--- src/core/aslc_params.svh ---
/*
  Constants for the serial register load control block: bit addresses,
  control register fields, reset values and divide counts.
  Assumes inclusion by bare name from the package and design files.
*/
`ifndef ASLC_PARAMS_SVH
`define ASLC_PARAMS_SVH

// ==========================================================
// Output bit addresses
`define ASLC_ADDR_RESET 5'h1F
`define ASLC_ADDR_BREAK 5'h11
`define ASLC_ADDR_RTS 5'h10
`define ASLC_ADDR_TEST 5'h0F
`define ASLC_ADDR_LDCTL 5'h0E
`define ASLC_ADDR_LDINT 5'h0D
`define ASLC_ADDR_LDRX 5'h0C
`define ASLC_ADDR_LDTX 5'h0B
`define ASLC_ADDR_DATA_TOP 5'h0A
`define ASLC_ADDR_BYTE_TOP 5'h07

// ==========================================================
// Control register fields
`define ASLC_CTL_STOP_HI 7
`define ASLC_CTL_STOP_LO 6
`define ASLC_CTL_PAR_ON 5
`define ASLC_CTL_PAR_ODD 4
`define ASLC_CTL_DIV4 3
`define ASLC_CTL_LEN_HI 1
`define ASLC_CTL_LEN_LO 0

// ==========================================================
// Reset values and divide figures
`define ASLC_CTL_RST 8'h00
`define ASLC_BYTE_RST 8'h00
`define ASLC_RATE_RST 11'h000
`define ASLC_FLAGS_RST 4'hF
`define ASLC_DIV_FAST 2'h3
`define ASLC_DIV_SLOW 2'h2
`define ASLC_LOOP_SPEEDUP 6'h20

`endif

--- src/core/aslc_pkg.sv ---
/*
  Types for the serial register load control block.
  Assumes aslc_params.svh is on the include path.
*/
package aslc_pkg;
  `include "aslc_params.svh"

  // Register picked by the load flags
  typedef enum logic [2:0] {
    ASLC_DST_CTL = 3'b000,
    ASLC_DST_INT = 3'b001,
    ASLC_DST_RATE = 3'b010,
    ASLC_DST_TXBUF = 3'b011,
    ASLC_DST_NONE = 3'b100
  } aslc_dst_t;

  // Transmitted stop bit count
  typedef enum logic [1:0] {
    ASLC_STOP_ONE = 2'b00,
    ASLC_STOP_ONE_HALF = 2'b01,
    ASLC_STOP_TWO = 2'b10
  } aslc_stop_t;
endpackage : aslc_pkg

--- src/core/aslc_wr_if.sv ---
/*
  Strobed single-bit write carrier between the top and the decoder.
  Assumes one clock domain; the top drives it from its ports.
*/
`timescale 1ns/100ps
interface aslc_wr_if;
  logic stb;
  logic [4:0] addr;
  logic data;
  modport src (output stb, output addr, output data);
  modport dst (input stb, input addr, input data);
endinterface : aslc_wr_if

--- src/core/aslc_clk_div.sv ---
/*
  Internal time base divider: one-cycle enable every 3 or 4 clocks.
  Assumes synchronous active-low reset copy from the top.
*/
`timescale 1ns/100ps
`include "aslc_params.svh"
module aslc_clk_div
  import aslc_pkg::*;
(
  // Clock and reset
  input wire logic clk,
  input wire logic rst_sync_b,
  // Control
  input wire logic div4_sel,
  // Enable out
  output logic tick
);
  logic [1:0] cnt_q;

  // ==========================================================
  // Divider
  // [RQ19] divide 3/4
  always_ff @(posedge clk or negedge rst_sync_b) begin
    if (!rst_sync_b) begin
      cnt_q <= 2'h0;
    end else if (cnt_q >= (div4_sel ? `ASLC_DIV_FAST : `ASLC_DIV_SLOW)) begin
      cnt_q <= 2'h0;
    end else begin
      cnt_q <= cnt_q + 2'h1;
    end
  end

  // Pulse at wrap
  assign tick = (cnt_q == 2'h0);

  // [RQ19] period check
  property p_div_period;
    @(posedge clk) disable iff (!rst_sync_b)
      (tick && !div4_sel && $stable(div4_sel)) |-> ##1 !tick ##1 !tick ##1 (tick || div4_sel);
  endproperty
  a_div_period: assert property (p_div_period) else $error("divide by 3 period wrong"); // [RQ19]
endmodule : aslc_clk_div

--- src/core/aslc_core.sv ---
/*
  Write-side control of an asynchronous serial controller: command bits,
  prioritized load flags, control/interval/rate/buffer register loading.
  Assumes host bit writes synchronous to clk, one strobe per bit.
*/
//
// Overview of operation
// [RQ1] Writing one to request-send drives rts_b low at once.
// [RQ2] Writing zero keeps rts_b low until shift, buffer empty and break off.
// [RQ3] Loopback routes rts to cts, out to in, holds dsr low, timer x32.
// [RQ4] Clearing loopback restores pins and normal timer rate.
// [RQ5] Data bits 10..0 go to one register chosen by prioritized flags.
// [RQ6] Addresses 14..11 set or clear the four load flags.
// [RQ7] Any write to reset address sets all four load flags.
// [RQ8] With control select, bits 0..7 load the control register.
// [RQ9] Writing control bit 7 clears control select.
// [RQ10] Interval select loads interval register; its bit 7 clears the flag.
// [RQ11] Receive-rate select loads rx rate; its bit 10 clears the flag.
// [RQ12] Both rate selects load both rate registers together.
// [RQ13] Host clears transmit-rate select itself by writing bit 11.
// [RQ14] Control bits 7,6 select one and a half, two or one stop bits.
// [RQ15] Receiver checks only one stop bit.
// [RQ16] Control bits 5,4 select none, even or odd parity.
// [RQ17] Parity bit follows the data bits when enabled.
// [RQ18] Parity makes ones count odd or even, stops excluded.
// [RQ19] Control bit 3 selects input divide by four or three.
// [RQ20] Control bits 1,0 select five to eight data bits.
// [RQ21] Host writes a bit with select low, address, data and strobe.
// [RQ22] Transmit buffer loads only with all flags clear and break off.
// [RQ23] Each strobed write takes effect before the next strobe.
`timescale 1ns/100ps
`include "aslc_params.svh"
module aslc_core
  import aslc_pkg::*;
(
  // Clock and reset
  input wire logic clk,
  input wire logic rst_b,
  // Host bit write port
  input wire logic chip_sel_b,
  input wire logic [4:0] bit_addr_sel,
  input wire logic bit_write_data,
  input wire logic bit_write_strobe,
  // Transmitter status
  input wire logic tx_shift_empty,
  input wire logic tx_buffer_empty,
  // Channel pins
  input wire logic cts_pin_b,
  input wire logic dsr_pin_b,
  input wire logic serial_in_pin,
  input wire logic tx_serial_bit,
  output logic rts_b,
  output logic serial_out,
  // Internal channel view
  output logic cts_int_b,
  output logic dsr_int_b,
  output logic serial_in,
  // Register contents
  output logic [7:0] line_format_control,
  output logic [7:0] interval_reg,
  output logic [10:0] rx_rate_reg,
  output logic [10:0] tx_rate_reg,
  output logic [7:0] tx_buffer_reg,
  output logic tx_buffer_load,
  output logic dev_reset,
  // Decoded format
  output aslc_stop_t tx_stop_sel,
  output logic rx_one_stop,
  output logic parity_on,
  output logic parity_odd_sel,
  output logic [3:0] char_bits,
  output logic break_cmd,
  output logic loopback_test_bit,
  output logic [5:0] timer_speed,
  output logic tick,
  // Load flag view
  output logic ctrl_load_sel,
  output logic interval_load_sel,
  output logic rx_rate_load_sel,
  output logic tx_rate_load_sel
);
  logic rst_m_q;
  logic rst_sync_b;
  logic request_send_cmd_q;
  logic rts_act_q;
  logic break_q;
  logic test_q;
  logic [3:0] flags_q;
  logic [7:0] ctl_q;
  logic [7:0] int_q;
  logic [10:0] rxr_q;
  logic [10:0] txr_q;
  logic [7:0] txb_q;
  logic txb_ld_q;
  logic rst_pulse_q;
  logic wr_ok;
  logic data_wr;
  aslc_dst_t dst;
  aslc_wr_if wr ();

  // ==========================================================
  // Reset release
  // Two-stage release so the rest sees a clean deassert
  always_ff @(posedge clk or negedge rst_b) begin
    if (!rst_b) begin
      rst_m_q <= 1'b0;
      rst_sync_b <= 1'b0;
    end else begin
      rst_m_q <= 1'b1;
      rst_sync_b <= rst_m_q;
    end
  end

  // ==========================================================
  // Write decode
  // [RQ21] select qualifies strobe
  assign wr.stb = bit_write_strobe && !chip_sel_b;
  assign wr.addr = bit_addr_sel;
  assign wr.data = bit_write_data;

  aslc_wr_dec u_dec (
    .wr (wr.dst),
    .flags (flags_q),
    .break_on (break_q),
    .dst (dst),
    .wr_ok (wr_ok)
  );

  assign data_wr = wr_ok && (wr.addr <= `ASLC_ADDR_DATA_TOP);

  // ==========================================================
  // Load flags, all on strobe so the next bit sees them
  // [RQ6] [RQ7] [RQ9] [RQ10] [RQ11] flag updates
  always_ff @(posedge clk or negedge rst_sync_b) begin
    if (!rst_sync_b) begin
      flags_q <= `ASLC_FLAGS_RST;
    end else if (wr_ok) begin
      // [RQ23] immediate update
      unique case (wr.addr)
        `ASLC_ADDR_RESET: flags_q <= `ASLC_FLAGS_RST;
        `ASLC_ADDR_LDCTL: flags_q[3] <= wr.data;
        `ASLC_ADDR_LDINT: flags_q[2] <= wr.data;
        `ASLC_ADDR_LDRX: flags_q[1] <= wr.data;
        `ASLC_ADDR_LDTX: flags_q[0] <= wr.data;
        `ASLC_ADDR_BYTE_TOP: begin
          if (dst == ASLC_DST_CTL) begin
            flags_q[3] <= 1'b0;
          end else if (dst == ASLC_DST_INT) begin
            flags_q[2] <= 1'b0;
          end
        end
        `ASLC_ADDR_DATA_TOP: begin
          // Only rx select self-clears; tx select is host-cleared
          if (dst == ASLC_DST_RATE) begin
            flags_q[1] <= 1'b0;
          end
        end
        default: ;
      endcase
    end
  end

  // ==========================================================
  // Command bits
  // [RQ3] [RQ4] loopback and break commands
  always_ff @(posedge clk or negedge rst_sync_b) begin
    if (!rst_sync_b) begin
      break_q <= 1'b0;
      test_q <= 1'b0;
      request_send_cmd_q <= 1'b0;
    end else if (wr_ok) begin
      if (wr.addr == `ASLC_ADDR_RESET) begin
        break_q <= 1'b0;
        request_send_cmd_q <= 1'b0;
      end
      if (wr.addr == `ASLC_ADDR_BREAK) begin
        break_q <= wr.data;
      end
      if (wr.addr == `ASLC_ADDR_TEST) begin
        test_q <= wr.data;
      end
      if (wr.addr == `ASLC_ADDR_RTS) begin
        request_send_cmd_q <= wr.data;
      end
    end
  end

  // [RQ1] [RQ2] rts active hold
  always_ff @(posedge clk or negedge rst_sync_b) begin
    if (!rst_sync_b) begin
      rts_act_q <= 1'b0;
    end else if (wr_ok && wr.addr == `ASLC_ADDR_RESET) begin
      rts_act_q <= 1'b0;
    end else if (wr_ok && wr.addr == `ASLC_ADDR_RTS && wr.data) begin
      rts_act_q <= 1'b1;
    end else if (!request_send_cmd_q && tx_shift_empty && tx_buffer_empty && !break_q) begin
      rts_act_q <= 1'b0;
    end
  end

  assign rts_b = !rts_act_q;

  // ==========================================================
  // Data registers
  // [RQ5] [RQ8] [RQ10] [RQ11] [RQ12] [RQ22] routed bit loads
  always_ff @(posedge clk or negedge rst_sync_b) begin
    if (!rst_sync_b) begin
      ctl_q <= `ASLC_CTL_RST;
      int_q <= `ASLC_BYTE_RST;
      rxr_q <= `ASLC_RATE_RST;
      txr_q <= `ASLC_RATE_RST;
      txb_q <= `ASLC_BYTE_RST;
    end else if (data_wr) begin
      unique case (dst)
        ASLC_DST_CTL: begin
          if (wr.addr <= `ASLC_ADDR_BYTE_TOP) ctl_q[wr.addr[2:0]] <= wr.data;
        end
        ASLC_DST_INT: begin
          if (wr.addr <= `ASLC_ADDR_BYTE_TOP) int_q[wr.addr[2:0]] <= wr.data;
        end
        ASLC_DST_RATE: begin
          if (flags_q[1]) rxr_q[wr.addr[3:0]] <= wr.data;
          if (flags_q[0]) txr_q[wr.addr[3:0]] <= wr.data;
        end
        ASLC_DST_TXBUF: begin
          if (wr.addr <= `ASLC_ADDR_BYTE_TOP) txb_q[wr.addr[2:0]] <= wr.data;
        end
        ASLC_DST_NONE: ;
      endcase
    end
  end

  // Buffer-full pulse to the transmitter on its bit 7
  always_ff @(posedge clk or negedge rst_sync_b) begin
    if (!rst_sync_b) begin
      txb_ld_q <= 1'b0;
      rst_pulse_q <= 1'b0;
    end else begin
      txb_ld_q <= data_wr && dst == ASLC_DST_TXBUF && wr.addr == `ASLC_ADDR_BYTE_TOP;
      rst_pulse_q <= wr_ok && wr.addr == `ASLC_ADDR_RESET;
    end
  end

  // ==========================================================
  // Loopback routing
  // [RQ3] [RQ4] pin or internal path
  assign cts_int_b = test_q ? rts_b : cts_pin_b;
  assign dsr_int_b = test_q ? 1'b0 : dsr_pin_b;
  assign serial_in = test_q ? tx_serial_bit : serial_in_pin;
  assign serial_out = test_q ? 1'b1 : tx_serial_bit;
  // Leaving the line idle in test keeps the far end quiet
  assign timer_speed = test_q ? `ASLC_LOOP_SPEEDUP : 6'h01;

  // ==========================================================
  // Format decode
  // [RQ14] stop bits
  assign tx_stop_sel = ctl_q[`ASLC_CTL_STOP_HI] ? ASLC_STOP_ONE :
                       (ctl_q[`ASLC_CTL_STOP_LO] ? ASLC_STOP_TWO : ASLC_STOP_ONE_HALF);
  // [RQ15] receiver single stop
  assign rx_one_stop = 1'b1;
  // [RQ16] [RQ17] [RQ18] parity enable and sense
  assign parity_on = ctl_q[`ASLC_CTL_PAR_ON];
  assign parity_odd_sel = ctl_q[`ASLC_CTL_PAR_ON] && ctl_q[`ASLC_CTL_PAR_ODD];
  // [RQ20] character length
  assign char_bits = 4'h5 + {2'h0, ctl_q[`ASLC_CTL_LEN_HI], ctl_q[`ASLC_CTL_LEN_LO]};

  // [RQ19] internal time base
  aslc_clk_div u_div (
    .clk (clk),
    .rst_sync_b (rst_sync_b),
    .div4_sel (ctl_q[`ASLC_CTL_DIV4]),
    .tick (tick)
  );

  // Register views
  assign line_format_control = ctl_q;
  assign interval_reg = int_q;
  assign rx_rate_reg = rxr_q;
  assign tx_rate_reg = txr_q;
  assign tx_buffer_reg = txb_q;
  assign tx_buffer_load = txb_ld_q;
  assign dev_reset = rst_pulse_q;
  assign break_cmd = break_q;
  assign loopback_test_bit = test_q;
  assign ctrl_load_sel = flags_q[3];
  assign interval_load_sel = flags_q[2];
  assign rx_rate_load_sel = flags_q[1];
  assign tx_rate_load_sel = flags_q[0];

  // ==========================================================
  // Checks
  property p_rts_on;
    @(posedge clk) disable iff (!rst_sync_b)
      (wr_ok && wr.addr == `ASLC_ADDR_RTS && wr.data) |=> !rts_b;
  endproperty
  a_rts_on: assert property (p_rts_on) else $error("rts not active after set"); // [RQ1]

  property p_rts_hold;
    @(posedge clk) disable iff (!rst_sync_b)
      (!rts_b && !(tx_shift_empty && tx_buffer_empty && !break_q) &&
       !(wr_ok && wr.addr == `ASLC_ADDR_RESET)) |=> !rts_b;
  endproperty
  a_rts_hold: assert property (p_rts_hold) else $error("rts dropped early"); // [RQ2]

  property p_loop;
    @(posedge clk) disable iff (!rst_sync_b)
      test_q |-> (cts_int_b == rts_b) && !dsr_int_b && serial_in == tx_serial_bit &&
        timer_speed == `ASLC_LOOP_SPEEDUP;
  endproperty
  a_loop: assert property (p_loop) else $error("loopback routing wrong"); // [RQ3]

  property p_unloop;
    @(posedge clk) disable iff (!rst_sync_b)
      !test_q |-> cts_int_b == cts_pin_b && serial_in == serial_in_pin && timer_speed == 6'h01 &&
        dsr_int_b == dsr_pin_b;
  endproperty
  a_unloop: assert property (p_unloop) else $error("normal routing wrong"); // [RQ4]

  property p_reset_flags;
    @(posedge clk) disable iff (!rst_sync_b)
      (wr_ok && wr.addr == `ASLC_ADDR_RESET) |=> flags_q == 4'hF;
  endproperty
  a_reset_flags: assert property (p_reset_flags) else $error("reset write left flags"); // [RQ7]

  property p_ctl_clear;
    @(posedge clk) disable iff (!rst_sync_b)
      (wr_ok && flags_q[3] && wr.addr == 5'h07) |=> !flags_q[3] && ctl_q[7] == $past(wr.data);
  endproperty
  a_ctl_clear: assert property (p_ctl_clear) else $error("control select not cleared"); // [RQ9]

  property p_both_rates;
    @(posedge clk) disable iff (!rst_sync_b)
      (data_wr && flags_q[1:0] == 2'b11 && flags_q[3:2] == 2'b00) |=>
        rxr_q[$past(wr.addr[3:0])] == $past(wr.data) &&
        txr_q[$past(wr.addr[3:0])] == $past(wr.data);
  endproperty
  a_both_rates: assert property (p_both_rates) else $error("rates diverged"); // [RQ12]

  property p_txb_block;
    @(posedge clk) disable iff (!rst_sync_b)
      (data_wr && (flags_q != 4'h0 || break_q)) |=> $stable(txb_q);
  endproperty
  a_txb_block: assert property (p_txb_block) else $error("buffer loaded while blocked"); // [RQ22]
endmodule : aslc_core

--- src/core/aslc_wr_dec.sv ---
/*
  Load destination decode from the four flags and break command.
  Assumes flags ordered {control, interval, rx rate, tx rate}.
*/
`timescale 1ns/100ps
module aslc_wr_dec
  import aslc_pkg::*;
(
  // Write carrier
  aslc_wr_if.dst wr,
  // State
  input wire logic [3:0] flags,
  input wire logic break_on,
  // Decode
  output aslc_dst_t dst,
  output logic wr_ok
);
  // Fixed priority pick, reused for every data bit
  function automatic aslc_dst_t pick(input logic [3:0] f, input logic brk);
    if (f[3]) return ASLC_DST_CTL;
    if (f[2]) return ASLC_DST_INT;
    if (f[1] || f[0]) return ASLC_DST_RATE;
    if (brk) return ASLC_DST_NONE;
    return ASLC_DST_TXBUF;
  endfunction : pick

  // [RQ5] [RQ22] priority select
  assign dst = pick(flags, break_on);
  assign wr_ok = wr.stb;
endmodule : aslc_wr_dec

--- config.mk ---
export PLATFORM = sky130hd
export DESIGN_NAME = aslc_core
export DESIGN_NICKNAME = d
export VERILOG_FILES = /design/src/core/aslc_pkg.sv /design/src/core/aslc_wr_if.sv /design/src/core/aslc_clk_div.sv /design/src/core/aslc_core.sv /design/src/core/aslc_wr_dec.sv
export VERILOG_INCLUDE_DIRS = /design/src /design/src/core
export SDC_FILE = /design/constraint.sdc
export NUM_CORES = 1
export LEC_CHECK = 0
export BUFFER_PORTS_ARGS = -buffer_cell sky130_fd_sc_hd__buf_2
export CAP_MARGIN = 20
export CORE_MARGIN = 2
export CORE_UTILIZATION = 51
export DETAILED_ROUTE_END_ITERATION = 16
export PLACE_DENSITY = 0.91
export RECOVER_POWER = 100
export SKIP_LAST_GASP = 1
export SLEW_MARGIN = 0
export SYNTH_ARGS = -nofsm -noshare
export SYNTH_HDL_FRONTEND = slang
export SYNTH_SLANG_ARGS = --single-unit
--- constraint.sdc ---
create_clock -name clk -period 2.2 [get_ports clk]
set_input_delay 0.44 -clock clk [delete_from_list [all_inputs] [get_ports clk]]
set_output_delay 0.44 -clock clk [all_outputs]
set_load 0.03 [all_outputs]
Word-level counts from Yosys, hierarchy flattened
Cells that the tools add are included.

operators by class
  add/sub/neg operators = 2
  multiply operators = 0
  div/mod/pow operators = 0
  order comparisons = 7
  equal/unequal tests = 17
  shifts and indexed selects = 0
  muxes and demuxes = 50
  bitwise logic cells = 0
  reduce and logical (&&, ||, !) cells = 39

operators by type and width
  kind                                                               count
  == test 5 x 4 -> 1 bit, second input constant                      6
  two-way mux 1 bit                                                  27
  bitwise mux 8 bit                                                  3
  two-way mux 3 bit                                                  8
  bitwise mux 11 bit                                                 2
  AND reduction 3 bit                                                7
  == test 5 bit, second input constant                               3
  logical AND 1 bit                                                  13
  nonzero test 3 bit                                                 4
  one-hot mux 1 bit (3 select lines)                                 3
  != test 2 bit, second input constant                               4
  AND reduction 2 bit                                                4
  == test 3 x 2 -> 1 bit, second input constant                      2
  two-way mux 2 bit                                                  3
  two-way mux 6 bit                                                  1
  nonzero test 2 bit                                                 3
  == test 5 x 3 -> 1 bit, second input constant                      1
  <= comparator 5 x 3 -> 1 bit, second input constant                1
  <= comparator 5 x 4 -> 1 bit, second input constant                1
  < comparator 4 x 5 -> 1 bit, second input constant                 1
  adder 3 x 2 -> 4 bit, first input constant                         1
  demux 1 bit (select 4 bit)                                         1
  greater-or-equal comparator 4 x 1 -> 1 bit, second input constant  1
  logical NOT 1 bit                                                  4
  11 further kinds                                                   11

word-level totals
  bits in registers = 60
  latch bits = 0
  RAM bits = 0
  ROM bits = 0
  input port bits = 16
  output and inout bits = 75
  logic and storage cells = 133
  memories = 0

Logic depth before layout (Yosys ltp)
  depth in word-level cells = 15
  gate-level depth with buffers = 6
  gate-level depth less buffers = 4

Hierarchy
From an unflattened synthesis, not the netlist that was laid out.

unflattened totals
  cells, all modules = 285
  area total of the unflattened synthesis = 3089.2 µm²

modules (own cells, without submodules)
  module        times used  cells each  area an instance (µm²)  sequential area each (µm²)
  aslc_core     1           268         2927.8                  1456.4
  aslc_clk_div  1           9           116.4                   50.0
  aslc_wr_dec   1           8           45.0                    0.0

Least setup slack after synthesis
No wires, ideal clock.

  path type = input-to-reg
  start point = input port bit_addr_sel[4]
  end point = register rxr_q[2] (netlist: rx_rate_reg[2])
  setup time = 128 ps
  arrival time = 1963 ps
  data required time = 2072 ps
  slack = 109 ps
  stages on the path = 6
  path buffers = 2
  cells stage by stage = buf_6 -> or4b_4 -> buf_6 -> nor4b_4 -> nand2_1 -> mux2_1

between the ends
  longest elaborated chain between the ends = 3

ends and longest elaborated chain
  what                                    line              source
  start: declaration                      aslc_core.sv:41   input wire logic [4:0] bit_addr_sel,
  <= comparator 5 x 4 -> 1 bit (no line)  n/a
  logical AND 1 bit                       aslc_core.sv:129  assign data_wr = wr_ok && (wr.addr <= `ASLC_ADDR_DATA_TOP);
  AND reduction 3 bit (no line)           n/a
  end signal: assignment                  aslc_core.sv:210  rxr_q <= `ASLC_RATE_RST;
  end signal: indexed assignment          aslc_core.sv:222  if (flags_q[1]) rxr_q[wr.addr[3:0]] <= wr.data;
  end: declaration                        aslc_core.sv:91   logic [10:0] rxr_q;

Every way passes these cells.
A chain may end at the register's enable or synchronous reset.

Worst setup path in the final report
  start point = input port bit_addr_sel[3]
  end point = register int_q[1] (netlist: interval_reg[1])

between the ends
  longest elaborated chain between the ends = 3
  elaborated cells between the ends (all ways) = 4
  those cells by class = 2 x order compare; 2 x reduce/logical

ends and longest elaborated chain
  what                                    line              source
  <= comparator 5 x 4 -> 1 bit (no line)  n/a
  logical AND 1 bit                       aslc_core.sv:129
  AND reduction 3 bit (no line) (*)       n/a
  end signal: assignment                  aslc_core.sv:209  int_q <= `ASLC_BYTE_RST;
  end signal: indexed assignment          aslc_core.sv:219  if (wr.addr <= `ASLC_ADDR_BYTE_TOP) int_q[wr.addr[2:0]] <= wr.data;
  end: declaration                        aslc_core.sv:90   logic [7:0] int_q;

Mark *: on every way between the ends. The rest lies on a longest branch, timed or not.

==> results.rst <==
.. list-table::
   :header-rows: 1

   * - Metric
     - Value
   * - Met1 demand-to-capacity share in global routing
     - 30.7%
   * - Netlist area before placement
     - 3000 sq um
   * - Number of hold-slack violations in the final timing report
     - 0
   * - # clock sinks
     - 60
   * - Row count
     - 27
   * - Largest net degree at the start of global routing
     - 33
   * - RR Endpoint
     - interval_reg[1]
   * - Number of antenna repair diodes
     - 0
   * - M2 GR Usage
     - 35.2%
   * - P per Cell Area
     - around 800 nW/um^2
   * - Max-slew headroom
     - 19.1%
   * - Most common cell after layout, fill and taps aside
     - sky130_fd_sc_hd__clkbuf_1
   * - Cell leakage power
     - 0.00170 uW
   * - Skew-Pair Late Insertion Delay
     - roughly 0.34 ns
   * - Overall overflow remaining after global route
     - 0
   * - Worst Setup SP
     - bit_addr_sel[3]
   * - Slew Viols, Final
     - 0
   * - Data arrival time of the critical path
     - 2.27 ns
   * - Die area
     - around 6500 sq um
   * - Maximum clock frequency
     - between 0.4 and 0.5 GHz
   * - Worst Setup Path Type
     - in2reg
   * - End point of the critical path
     - interval_reg[1]
   * - Area of the placeable core
     - 5610 sq um
   * - Required time at the worst-slack endpoint
     - 2.43 ns
   * - Multiplexer fraction of the synthesized cell area
     - 18.7%
   * - Kind of end point of the critical path
     - register
   * - Buffer type at the clock tree root
     - sky130_fd_sc_hd__clkbuf_8
   * - Global-route wire length before repair
     - roughly 11 mm
   * - Met3 track demand over resource in global routing
     - 5.44%
   * - Worst Setup Start Kind
     - primary input
   * - Count of cell types in the netlist
     - 48
   * - Synth warnings
     - 0
   * - Worst-path clk slew
     - 0.07 ns
   * - Number of antenna violations at the first check in global routing
     - 0
   * - Post-synthesis instance total
     - 272
   * - RD Place Congestion
     - 0.897
   * - Detailed-route vias per instance
     - 5.42
   * - Number of max-cap violations
     - 0
   * - Via count of the first global-routing pass
     - 2265
   * - Level count of the clock H-tree
     - 3
   * - Simple-gate area share of the yosys netlist
     - 18.6%
   * - Complex-gate fraction of the synthesized area
     - 4.71%
   * - Launch instance of the worst register-to-register path
     - flags_q[2]
   * - Syn Area/Cell
     - 11.0 sq um
   * - Main synth FF type
     - sky130_fd_sc_hd__dfrtp_1
   * - Largest family of logic cells by synthesized area
     - multiplexers
   * - Synth Area in Adders
     - 1.25%
   * - Clock tree from TritonCTS
     - built
   * - Worst min path class
     - reg2reg
   * - Remaining design rule violation count
     - 0
   * - XOR/XNOR Fraction of Synth Area
     - 0.583%
   * - Number of resized instances in the post-cts repair step
     - 0
   * - Final antenna-violating net count
     - 0
   * - Die X
     - between 80 and 90 um
   * - Wire per inst
     - 15.9 um
   * - Count of input and output buffers
     - 85
   * - Estimated wirelength of the detail-placed design
     - 4.94 mm
   * - Total length of routed wires
     - 6.96 mm
   * - Number of synthesized flops with an enable pin
     - 0
   * - Maximum clock path buffer count
     - 2
   * - Logic depth of the worst register-to-register path
     - 4
   * - Y dimension of the die
     - 80.7 um
   * - Number of iterations in the first detailed-routing pass
     - 4
   * - Count of vias placed by the detailed router
     - 2381
   * - Share of synthesized registers carrying an async set or reset
     - 100%
   * - Post-route clock period utilization
     - between 90% and 100%
   * - Final nets
     - ~380
   * - Number of buffers added by the clock tree synthesis step
     - 9
   * - Final critical-path required period
     - just over 2 ns
   * - Actual transition at the worst max-transition pin
     - 1.21 ns
   * - Slack of the worst reg-to-reg path
     - 0.26 ns
   * - Final Power
     - between 2000 and 3000 uW
   * - Gr busiest metal
     - met2
   * - Setup repair after global routing missed its margin
     - no
   * - Sequential fraction of the synthesis area
     - about half
   * - Synthesis-to-layout area growth
     - 20.6%
   * - Number of synthesized register bits
     - 60
   * - Starting Density
     - 53.5%
   * - Run status
     - finished clean
   * - Worst-path fanout max
     - 7
   * - Highest-count cells in the layout ignoring fill and taps
     - 75 x sky130_fd_sc_hd__clkbuf_1, 56 x sky130_fd_sc_hd__dfrtp_1, 46 x sky130_fd_sc_hd__mux2_1, 38 x sky130_fd_sc_hd__nand2_1, 14 x sky130_fd_sc_hd__nand3_1
   * - Largest voltage drop on the vdd net
     - roughly 0.00040 V
   * - Final sum of negative setup slack
     - 0 ns
   * - Share of cells above drive strength 1
     - 13.9%
   * - Final count of negative-setup-slack endpoints
     - 0
   * - Drt first-iter violations
     - 182
   * - Clock Skew
     - 0.00566 ns
   * - All-Layer GR Usage
     - a little under a quarter
   * - Number of I/O pins
     - 91
## stage by stage
step / instances / hold slack [ns] / setup slack, ns / cell area (sq um) / utilization (%)
2_1_floorplan: 276 / 0.144 / 0.109 / 3020 / -
3_3_place_gp: 422 / 0.225 / 0.0204 / 3510 / 62.6
3_5_place_dp: 422 / 0.228 / -0.0303 / 3510 / 62.6
4_1_cts: 439 / 0.322 / 0.309 / 3740 / 66.8
5_1_grt: 439 / 0.371 / 0.0868 / 3620 / 64.6
6_report: 439 / 0.351 / 0.155 / 3620 / 64.6
## repair_timing
action | in CTS | in global routing
buffers inserted | 0 | 0
endpoints found under the setup margin | 0 | 0
hold buffers | 1 | 0
hold endpoints to repair | 2 | 0
## cells by family after synthesis
family	Yosys count
AO/OA/AOI/OAI	22
buffers and inverters	34
adder cells (fa/ha/maj)	3
AND/OR/NAND/NOR	99
multiplexers	50
other	2
XOR/XNOR	2
flip-flops	60
## layer usage
metal,share of wire [%],vias up
met4,2.4,0
li1,-,1108
met2,48,98
met3,7.5,13
met5,0,-
met1,42,1162
## synth_stat cells (all sizes together), types with 2 or more instances
library cell	instances	area, sq um
dfrtp	56	1400
nor3	6	46.3
clkbuf	14	52.6
inv	9	33.8
mux2	48	541
nor3b	3	38.8
nand2	38	143
nand3	14	70.1
nor4	2	12.5
a21oi	5	25.0
conb	2	7.51
buf	10	82.6
o22ai	2	12.5
and2	4	25.0
nor2	13	51.3
o21ai	6	30.0
nand2b	2	12.5
ha	3	37.5
nor4b	2	47.6
mux2i	2	20.0
nor2b	6	37.5
a41oi	3	26.3
and3	3	18.8
dfstp	4	105
## cell type report
cell class / instances / area (sq um)
inverter: 10 / 37.5
multi-input combinational: 182 / 1320
fill: 482 / 1990
tap: 72 / 90.1
clock buffer: 10 / 138
sequential: 60 / 1510
clock inverter: 6 / 87.6
timing repair buffer: 99 / 444
## worst max-delay path, stage by stage
cell and delay [ns]:
sky130_fd_sc_hd__clkbuf_1 0.09, sky130_fd_sc_hd__or4b_1 0.73, sky130_fd_sc_hd__nor3b_1 0.37, sky130_fd_sc_hd__buf_4 0.22, sky130_fd_sc_hd__nand2_1 0.09, sky130_fd_sc_hd__mux2_1 0.33
## where the power goes
group / switching [uW] / total [uW] / internal (uW) / leakage, uW
clock network: 449 / 1120 / 668 / 0.000116
registers: 96.6 / 1280 / 1180 / 0.000789
logic: 366 / 517 / 151 / 0.000796
total: 911 / 2910 / 2000 / 0.00170
## worst min-delay path by stage
stage                     from                      to  slack, ns  cells past startpoint
floorplan                rst_b                 rst_m_q       0.14                      0
global placement         rst_b                 rst_m_q       0.23                      1
global route           rst_m_q              rst_sync_b       0.37                      0
detailed placement       rst_b                 rst_m_q       0.23                      1
CTS                 rst_sync_b  line_format_control[2]       0.32                      0
finish                 rst_m_q              rst_sync_b       0.35                      0
Note: power is estimated with default switching activity, not from simulation.
